[config.mk]
export PLATFORM = sky130hd
export DESIGN_NAME = nand_page_ecc_unit
export DESIGN_NICKNAME = d
export VERILOG_FILES = /design/src/nand_ecc_pkg.sv /design/src/word_parity_fold.sv /design/src/nand_page_ecc_unit.sv
export VERILOG_INCLUDE_DIRS = /design/src /design/src/src
export SDC_FILE = /design/constraint.sdc
export NUM_CORES = 1
export LEC_CHECK = 0
export BUFFER_PORTS_ARGS = -buffer_cell sky130_fd_sc_hd__buf_2
export CORE_UTILIZATION = 45
export DETAILED_ROUTE_END_ITERATION = 10
export GPL_TIMING_DRIVEN = 0
export HOLD_SLACK_MARGIN = 0.02
export PLACE_DENSITY = 0.67
export SLEW_MARGIN = 5
export SYNTH_ARGS = -nofsm -noshare
export SYNTH_HDL_FRONTEND = slang
export SYNTH_SLANG_ARGS = --single-unit
[constraint.sdc]
create_clock -name clock -period 15.3 [get_ports clock]
set_clock_uncertainty 0.1 [all_clocks]
set_input_delay 3.06 -clock clock [delete_from_list [all_inputs] [get_ports clock]]
set_output_delay 3.06 -clock clock [all_outputs]
set_load 0.01 [all_outputs]
[src/nand_ecc_consts.svh]
// offsets, field positions, reset values and page geometry of the nand ecc unit
`ifndef NAND_ECC_CONSTS_SVH
`define NAND_ECC_CONSTS_SVH

// ****************************************
// register offsets
// ****************************************
`define ECC_CONTROL_OFS 8'h00
`define ECC_MODE_OFS 8'h04
`define ECC_STATUS_OFS 8'h08
`define ECC_PARITY_OFS 8'h0c
`define ECC_INVERTED_PARITY_OFS 8'h10
`define ECC_STORED_CODE_OFS 8'h20
`define ECC_INT_STATUS_OFS 8'h24
`define ECC_INT_MASK_OFS 8'h28
`define ECC_WIDTH_OFS 8'h2c

// ****************************************
// field positions
// ****************************************
`define CTL_CLEAR_BIT 0
`define MODE_SEL_LSB 0
`define STAT_ANY_BIT 0
`define STAT_CODE_BIT 1
`define STAT_MULTI_BIT 2
`define INT_DONE_BIT 0
`define INT_ERROR_BIT 1
`define WIDTH_16_BIT 0

// ****************************************
// reset values
// ****************************************
`define MODE_RESET 2'h0
`define INT_MASK_RESET 2'h0
`define WIDTH_RESET 1'h0

// ****************************************
// page geometry in words
// ****************************************
`define MAIN_WORDS_0 13'h0200
`define MAIN_WORDS_1 13'h0400
`define MAIN_WORDS_2 13'h0800
`define MAIN_WORDS_3 13'h1000
`define TOTAL_WORDS_0 13'h0210
`define TOTAL_WORDS_1 13'h0420
`define TOTAL_WORDS_2 13'h0840
`define TOTAL_WORDS_3 13'h1080
`define ROW_MASK_0 12'h1ff
`define ROW_MASK_1 12'h3ff
`define ROW_MASK_2 12'h7ff
`define ROW_MASK_3 12'hfff

`endif

[src/nand_ecc_pkg.sv]
// types shared by the nand ecc unit files
package nand_ecc_pkg;
   typedef enum {ph_main, ph_spare, ph_done} page_phase_t;
   typedef logic [1:0] page_len_t;
   typedef logic [11:0] row_t;
   typedef logic [3:0] col_t;
endpackage

[src/word_parity_fold.sv]
// per-word parity contributions for row and column terms
`timescale 1ns/1ps
module word_parity_fold
   import nand_ecc_pkg::*;
(
   // word under transfer
   input wire logic [15:0] word,
   input wire logic wide,
   input wire logic [11:0] index,
   input wire logic [11:0] row_mask,
   // contributions to the accumulators
   output row_t row_hit,
   output row_t row_miss,
   output col_t col_one,
   output col_t col_zero
);
   logic [15:0] w;
   logic wp;

   // ****************************************
   // column selection pattern
   // ****************************************
   function automatic logic [15:0] col_pattern(input int b);
      case (b)
         0: col_pattern = 16'haaaa;
         1: col_pattern = 16'hcccc;
         2: col_pattern = 16'hf0f0;
         default: col_pattern = 16'hff00;
      endcase
   endfunction

   // narrow words see only the low byte
   assign w = wide ? word : {8'h00, word[7:0]};
   assign wp = ^w;

   genvar i;
   generate
      for (i = 0; i < 12; i++) begin : g_row
         assign row_hit[i] = row_mask[i] & index[i] & wp;
         assign row_miss[i] = row_mask[i] & ~index[i] & wp;
      end
      for (i = 0; i < 4; i++) begin : g_col
         // bit 3 term exists only on 16-bit words
         if (i < 3) begin : g_low
            assign col_one[i] = ^(w & col_pattern(i));
            assign col_zero[i] = ^(w & ~col_pattern(i));
         end else begin : g_high
            assign col_one[i] = wide & ^(w & col_pattern(i));
            assign col_zero[i] = wide & ^(w & ~col_pattern(i));
         end
      end
   endgenerate
endmodule // word_parity_fold

[src/nand_page_ecc_unit.sv]
// nand page ecc unit: parity accumulation, check and register file
//
// Decided for this implementation: strobed register access.
`timescale 1ns/1ps
`include "nand_ecc_consts.svh"

module nand_page_ecc_unit
   import nand_ecc_pkg::*;
(
   // clock and reset
   input wire logic clock,
   input wire logic sys_rst,
   // register port
   input wire logic [7:0] reg_addr,
   input wire logic [31:0] reg_wdata,
   input wire logic reg_wr,
   input wire logic reg_rd,
   output logic [31:0] reg_rdata,
   // flash data watch
   input wire logic [15:0] flash_word,
   input wire logic flash_word_strobe,
   // interrupt
   output logic irq
);

   // ****************************************
   // state
   // ****************************************
   page_len_t page_length_sel;
   logic wide_words;
   row_t row_p;
   row_t row_pn;
   col_t col_p;
   col_t col_pn;
   logic any_error_flag;
   logic code_byte_error_flag;
   logic multi_error_flag;
   logic [1:0] int_status;
   logic [1:0] int_mask;
   logic [12:0] word_count;
   page_phase_t phase;
   page_phase_t next_phase;
   row_t row_hit;
   row_t row_miss;
   col_t col_one;
   col_t col_zero;
   row_t row_mask;
   col_t col_mask;
   logic [15:0] full_mask;
   logic [15:0] syn;
   logic [15:0] syn_n;
   logic [15:0] syn_both;
   logic single_err;
   logic code_err;
   logic no_err;
   logic [1:0] int_set;
   logic [31:0] next_rdata;
   logic wr_control;
   logic wr_mode;
   logic wr_code;
   logic wr_int_status;
   logic wr_int_mask;
   logic wr_width;
   logic clear_req;
   logic take_word;

   // ****************************************
   // geometry decode
   // ****************************************
   function automatic logic [12:0] main_words(input page_len_t s);
      case (s)
         2'h0: main_words = `MAIN_WORDS_0;
         2'h1: main_words = `MAIN_WORDS_1;
         2'h2: main_words = `MAIN_WORDS_2;
         default: main_words = `MAIN_WORDS_3;
      endcase
   endfunction

   function automatic logic [12:0] total_words(input page_len_t s);
      case (s)
         2'h0: total_words = `TOTAL_WORDS_0;
         2'h1: total_words = `TOTAL_WORDS_1;
         2'h2: total_words = `TOTAL_WORDS_2;
         default: total_words = `TOTAL_WORDS_3;
      endcase
   endfunction

   function automatic row_t row_mask_of(input page_len_t s);
      case (s)
         2'h0: row_mask_of = `ROW_MASK_0;
         2'h1: row_mask_of = `ROW_MASK_1;
         2'h2: row_mask_of = `ROW_MASK_2;
         default: row_mask_of = `ROW_MASK_3;
      endcase
   endfunction

   // top row term follows the page length
   assign row_mask = row_mask_of(page_length_sel);
   assign col_mask = wide_words ? 4'hf : 4'h7;
   assign full_mask = {row_mask, col_mask};

   // ****************************************
   // address decode
   // ****************************************
   always_comb begin
      wr_control = 1'b0;
      wr_mode = 1'b0;
      wr_code = 1'b0;
      wr_int_status = 1'b0;
      wr_int_mask = 1'b0;
      wr_width = 1'b0;
      if (reg_wr) begin
         if (reg_addr == `ECC_CONTROL_OFS) begin
            wr_control = 1'b1;
         end else if (reg_addr == `ECC_MODE_OFS) begin
            wr_mode = 1'b1;
         end else if (reg_addr == `ECC_STORED_CODE_OFS) begin
            wr_code = 1'b1;
         end else if (reg_addr == `ECC_INT_STATUS_OFS) begin
            wr_int_status = 1'b1;
         end else if (reg_addr == `ECC_INT_MASK_OFS) begin
            wr_int_mask = 1'b1;
         end else if (reg_addr == `ECC_WIDTH_OFS) begin
            wr_width = 1'b1;
         end
      end
   end

   // zero in the clear bit is a no-op
   assign clear_req = wr_control & reg_wdata[`CTL_CLEAR_BIT];

   // ****************************************
   // page walk
   // ****************************************
   always_comb begin
      next_phase = phase;
      case (phase)
         ph_main: begin
            if (flash_word_strobe && word_count == main_words(page_length_sel) - 13'h0001) begin
               next_phase = ph_spare;
            end
         end
         ph_spare: begin
            if (flash_word_strobe && word_count == total_words(page_length_sel) - 13'h0001) begin
               next_phase = ph_done;
            end
         end
         default: next_phase = ph_done;
      endcase
   end

   always_ff @(posedge clock) begin
      if (sys_rst || clear_req) begin
         phase <= ph_main;
      end else begin
         phase <= next_phase;
      end
   end

   // counts words in flash units; stops at the page end
   always_ff @(posedge clock) begin
      if (sys_rst || clear_req) begin
         word_count <= 13'h0000;
      end else if (flash_word_strobe && phase != ph_done) begin
         word_count <= word_count + 13'h0001;
      end
   end

   // spare-area words carry the code and stay out of it
   assign take_word = flash_word_strobe && phase == ph_main;

   word_parity_fold u_fold (
      .word(flash_word),
      .wide(wide_words),
      .index(word_count[11:0]),
      .row_mask(row_mask),
      .row_hit(row_hit),
      .row_miss(row_miss),
      .col_one(col_one),
      .col_zero(col_zero)
   );

   // ****************************************
   // syndrome against stored code
   // ****************************************
   assign syn = ({row_p, col_p} ^ reg_wdata[15:0]) & full_mask;
   assign syn_n = ({row_pn, col_pn} ^ reg_wdata[31:16]) & full_mask;
   assign syn_both = syn | syn_n;
   assign no_err = syn_both == 16'h0000;
   // a data bit error flips every term pair exactly once
   assign single_err = (syn ^ syn_n) == full_mask;
   // a flipped code bit shows as one lone syndrome bit
   assign code_err = $countones(syn_both) == 1;

   // ****************************************
   // parity accumulators
   // ****************************************
   always_ff @(posedge clock) begin
      if (sys_rst || clear_req) begin
         row_p <= 12'h000;
         row_pn <= 12'h000;
         col_p <= 4'h0;
         col_pn <= 4'h0;
      end else if (wr_code) begin
         // syndrome replaces the sums: word index above, bit offset below
         row_p <= syn[15:4];
         col_p <= syn[3:0];
         row_pn <= syn_n[15:4];
         col_pn <= syn_n[3:0];
      end else if (take_word) begin
         row_p <= row_p ^ row_hit;
         row_pn <= row_pn ^ row_miss;
         col_p <= col_p ^ col_one;
         col_pn <= col_pn ^ col_zero;
      end
   end

   // ****************************************
   // error flags
   // ****************************************
   always_ff @(posedge clock) begin
      if (sys_rst || clear_req) begin
         any_error_flag <= 1'b0;
         code_byte_error_flag <= 1'b0;
         multi_error_flag <= 1'b0;
      end else if (wr_code) begin
         any_error_flag <= !no_err;
         code_byte_error_flag <= code_err;
         multi_error_flag <= !no_err && !single_err && !code_err;
      end
   end

   // ****************************************
   // configuration
   // ****************************************
   always_ff @(posedge clock) begin
      if (sys_rst) begin
         page_length_sel <= `MODE_RESET;
      end else if (wr_mode) begin
         page_length_sel <= reg_wdata[`MODE_SEL_LSB +: 2];
      end
   end

   always_ff @(posedge clock) begin
      if (sys_rst) begin
         wide_words <= `WIDTH_RESET;
      end else if (wr_width) begin
         wide_words <= reg_wdata[`WIDTH_16_BIT];
      end
   end

   // ****************************************
   // interrupts
   // ****************************************
   assign int_set = {wr_code & !no_err, wr_code};

   // a new event wins over a clear in the same cycle
   always_ff @(posedge clock) begin
      if (sys_rst) begin
         int_status <= 2'h0;
      end else begin
         int_status <= (int_status & ~(wr_int_status ? reg_wdata[1:0] : 2'h0)) | int_set;
      end
   end

   always_ff @(posedge clock) begin
      if (sys_rst) begin
         int_mask <= `INT_MASK_RESET;
      end else if (wr_int_mask) begin
         int_mask <= reg_wdata[1:0];
      end
   end

   always_ff @(posedge clock) begin
      if (sys_rst) begin
         irq <= 1'b0;
      end else begin
         irq <= |(int_status & int_mask);
      end
   end

   // ****************************************
   // read path
   // ****************************************
   always_comb begin
      next_rdata = 32'h0000_0000;
      if (reg_addr == `ECC_MODE_OFS) begin
         next_rdata = {30'h0000_0000, page_length_sel};
      end else if (reg_addr == `ECC_STATUS_OFS) begin
         next_rdata = {29'h0000_0000, multi_error_flag, code_byte_error_flag, any_error_flag};
      end else if (reg_addr == `ECC_PARITY_OFS) begin
         next_rdata = {16'h0000, row_p, col_p};
      end else if (reg_addr == `ECC_INVERTED_PARITY_OFS) begin
         next_rdata = {16'h0000, row_pn, col_pn};
      end else if (reg_addr == `ECC_INT_STATUS_OFS) begin
         next_rdata = {30'h0000_0000, int_status};
      end else if (reg_addr == `ECC_INT_MASK_OFS) begin
         next_rdata = {30'h0000_0000, int_mask};
      end else if (reg_addr == `ECC_WIDTH_OFS) begin
         next_rdata = {31'h0000_0000, wide_words};
      end
   end

   // data only in the cycle after the read strobe
   always_ff @(posedge clock) begin
      if (sys_rst) begin
         reg_rdata <= 32'h0000_0000;
      end else if (reg_rd) begin
         reg_rdata <= next_rdata;
      end else begin
         reg_rdata <= 32'h0000_0000;
      end
   end
endmodule // nand_page_ecc_unit

==> impl_metrics.env <==
export IMPL_status="finished with violations"
export IMPL_failed_checks="design-rule violations"
export IMPL_min_period_ps=7120
export IMPL_timing_hold_violations_final=0
export IMPL_start_util=0.467
export IMPL_r2r_slack_ps=10110
export IMPL_row_count=39
export IMPL_ys_top_cells_by_area="dfxtp_1 27%, xnor2_1 12%, ha_1 6.5%, nand2_1 5.6%, mux2i_1 4.1%"
export IMPL_fmax_ghz=0.140
export IMPL_ys_seq_elements=74
export IMPL_power_share_sequential=0.333
export IMPL_setup_viol=0
export IMPL_dpl_hpwl_um=12300
export IMPL_drv_slew=0
export IMPL_drv_cap=0
export IMPL_drtIter0Drc=465
export IMPL_cts_tree="yes"
export IMPL_arrival_ps=7230
export IMPL_yosys_warnings=0
export IMPL_cts_root_buf="clkbuf_16"
export IMPL_clk_pin_slew_ps=60
export IMPL_crit_type="primary input to flip-flop"
export IMPL_ctsResizeCount=0
export IMPL_worst_setup_path_start_kind="primary input"
export IMPL_maxSlewHeadroom=0.430
export IMPL_p_per_area_nw_per_um2=102
export IMPL_clock_path_buffers=2
export IMPL_switchingPower_uw=222
export IMPL_cts_inserted_buffers=9
export IMPL_cts_sinks=74
export IMPL_vdd_ir_drop_max_mv=0.0581
export IMPL_syn_inst=664
export IMPL_post_cts_buffers=0
export IMPL_hold_ws_ps=368
export IMPL_grt_pass1_wl_um=25000
export IMPL_synth_edff_count=0
export IMPL_grt_pass1_vias=4906
export IMPL_synthesis_area_um2=5400
export IMPL_final_nets=863
export IMPL_vias=5104
export IMPL_cts_hold_buf=0
export IMPL_internal_power_uw=421
export IMPL_first_pass_iters=9
export IMPL_worstPathMaxFanout=8
export IMPL_die_area_um2=12400
export IMPL_worst_slew_pin_slew_ps=851
export IMPL_hp_class="flip-flop to flip-flop"
export IMPL_grt_setup_unrepaired="no"
export IMPL_postRouteAntennaNets=0
export IMPL_yosysTopAreaCell="dfxtp_1"
export IMPL_cts_max_level=3
export IMPL_route_final_wire_length_um=15800
export IMPL_grt_overflow_total=0
export IMPL_multi_input_area_um2=3600
export IMPL_globalplace_congestion=0.924
export IMPL_post_synth_top_area_fraction=0.275
export IMPL_track_usage=0.260
export IMPL_io_pins=94
export IMPL_post_drt_wl_per_cell_um=17.4
export IMPL_die_x_um=111
export IMPL_syn_to_final_growth_pct=16.6
export IMPL_p_clk_frac=0.323
export IMPL_crit_required_ps=15410
export IMPL_power_uw=642
export IMPL_power_leakage_uw=0.00246
export IMPL_dp_slack_ps=7800
export IMPL_synthFlopType="dfxtp_1"
export IMPL_synth_async_sr_flop_share=0
export IMPL_antenna_found_initial=0
export IMPL_setup_tns_ps=0
export IMPL_antennaDiodeCount=0
export IMPL_regArea_um2=1480
export IMPL_ys_seq_area_frac=0.275
export IMPL_core_area_um2=11600
export IMPL_setup_ws_ps=8180
export IMPL_drc=6
export IMPL_synth_cell_types=54
export IMPL_via_per_inst=5.60
export IMPL_grt_max_degree=14
export IMPL_portBuffers=74
export IMPL_power_switching_share=0.345
export IMPL_fill_cells=1131
export IMPL_layout_drive_gt1_share=0.153
export IMPL_syn_area_per_cell_um2=8.13
export IMPL_end_kind="flip-flop"
export IMPL_comb_power_share=0.344
export IMPL_finalCritPeriodShare=0.466
export IMPL_die_y_um=111
export IMPL_clock_latency_ps=360
metrics by stage:
step	utilization	cells	cell area, µm²
6_report	0.544	912	6290
5_1_grt	0.544	912	6290
4_1_cts	0.544	912	6290
3_5_place_dp	0.519	896	6000
3_3_place_gp	0.519	896	6000
2_1_floorplan	-	679	5450
power groups by stage:
stage | registers (µW) | clock network, µW | logic, µW
detailed placement | 218 | 0 | 222
global route | 215 | 217 | 252
finish | 214 | 208 | 221
global placement | 217 | 0 | 211
CTS | 214 | 208 | 223
floorplan | 215 | 0 | 163
registers in the layout (all words and copies together) (netlist names):
register and count:
code_byte_error_flag 1, int_mask 2, row_pn 12, int_status 2, word_count 13, phase 2
page_length_sel 2, any_error_flag 1, irq 1, col_p 4, row_p 12, multi_error_flag 1
col_pn 4, wide_words 1, reg_rdata 16
critical path, stage by stage:
cell and delay [ps]:
clkbuf_1 360, xnor2_1 160, ha_1 260, fa_1 570, fa_1 440, fa_1 510, inv_1 50, fa_1 440
ha_1 220, fa_1 440, nor4b_1 420, a21oi_1 120, nand3_1 100, a21oi_1 70
cells in the final DEF (no fill, tap or decap), drive strengths merged, types with 5 or more instances in the layout:
cell type / instances
buf: 98
nand2: 81
dfxtp: 74
xnor2: 72
nor2: 51
clkbuf: 37
a21oi: 33
inv: 33
ha: 28
nand2b: 25
o31ai: 22
mux2i: 22
nand3: 22
xor2: 18
o21ai: 17
conb: 16
nand4: 13
a22oi: 13
fa: 10
nor2b: 8
nor4: 7
o31a: 6
a31oi: 5
metal layers:
metal | up-vias | part of all wire | global-route usage | wire [µm]
met5 | - | 0 | 0 | 0
met4 | 0 | 0.028 | 0.103 | 436
met3 | 37 | 0.076 | 0.0621 | 1210
met2 | 220 | 0.47 | 0.431 | 7470
met1 | 2382 | 0.42 | 0.327 | 6720
li1 | 2465 | - | - | -
worst paths after layout:
check | from | endpoint | depth (start not counted)
setup / recovery | reg_wdata[0] | multi_error_flag$_SDFFE_PP0P_ | 14
hold / removal | code_byte_error_flag$_SDFFE_PP0P_ | code_byte_error_flag$_SDFFE_PP0P_ | 2
setup reg to reg | page_length_sel[0]$_SDFFE_PP0P_ | multi_error_flag$_SDFFE_PP0P_ | 16
hold reg to reg | code_byte_error_flag$_SDFFE_PP0P_ | code_byte_error_flag$_SDFFE_PP0P_ | 2
cells in the mapped netlist (3+ instances only):
| cell type | number |
|---|---|
| dfxtp_1 | 74 |
| inv_1 | 32 |
| buf_4 | 16 |
| nor2b_1 | 8 |
| or3_1 | 3 |
| a221oi_1 | 3 |
| xor2_1 | 18 |
| nor3b_1 | 4 |
| nor4b_1 | 3 |
| a21oi_1 | 33 |
| clkbuf_1 | 26 |
| nand4_1 | 13 |
| fa_1 | 10 |
| nand2_1 | 81 |
| buf_1 | 3 |
| nor4_1 | 6 |
| a211oi_1 | 4 |
| or3b_2 | 3 |
| and2_1 | 3 |
| nor2_1 | 51 |
| buf_2 | 5 |
| nand3_1 | 22 |
| o21ai_0 | 17 |
| nand2b_1 | 25 |
| o31ai_1 | 22 |
| a32oi_1 | 4 |
| o31a_1 | 6 |
| a22oi_1 | 13 |
| xnor2_1 | 72 |
| nor3_1 | 4 |
| a31oi_1 | 5 |
| mux2i_1 | 22 |
| ha_1 | 28 |
area by class of cell:
type	instances	area share
multi-input combinational	523	0.572
sequential	74	0.235
timing repair buffer	74	0.0589
buffer	50	0.0404
clock buffer	11	0.0402
tap	143	0.0284
inverter	32	0.0191
clock inverter	5	0.00597
cell families after synthesis:
group,Yosys count,share of synthesized area
AO/OA/AOI/OAI,121,0.150
adder cells (fa/ha/maj),38,0.102
other,1,0.000695
XOR/XNOR,91,0.151
buffers and inverters,82,0.0693
multiplexers,22,0.0408
AND/OR/NAND/NOR,235,0.212
flip-flops,74,0.275
Power figures use the tool's default switching activity.
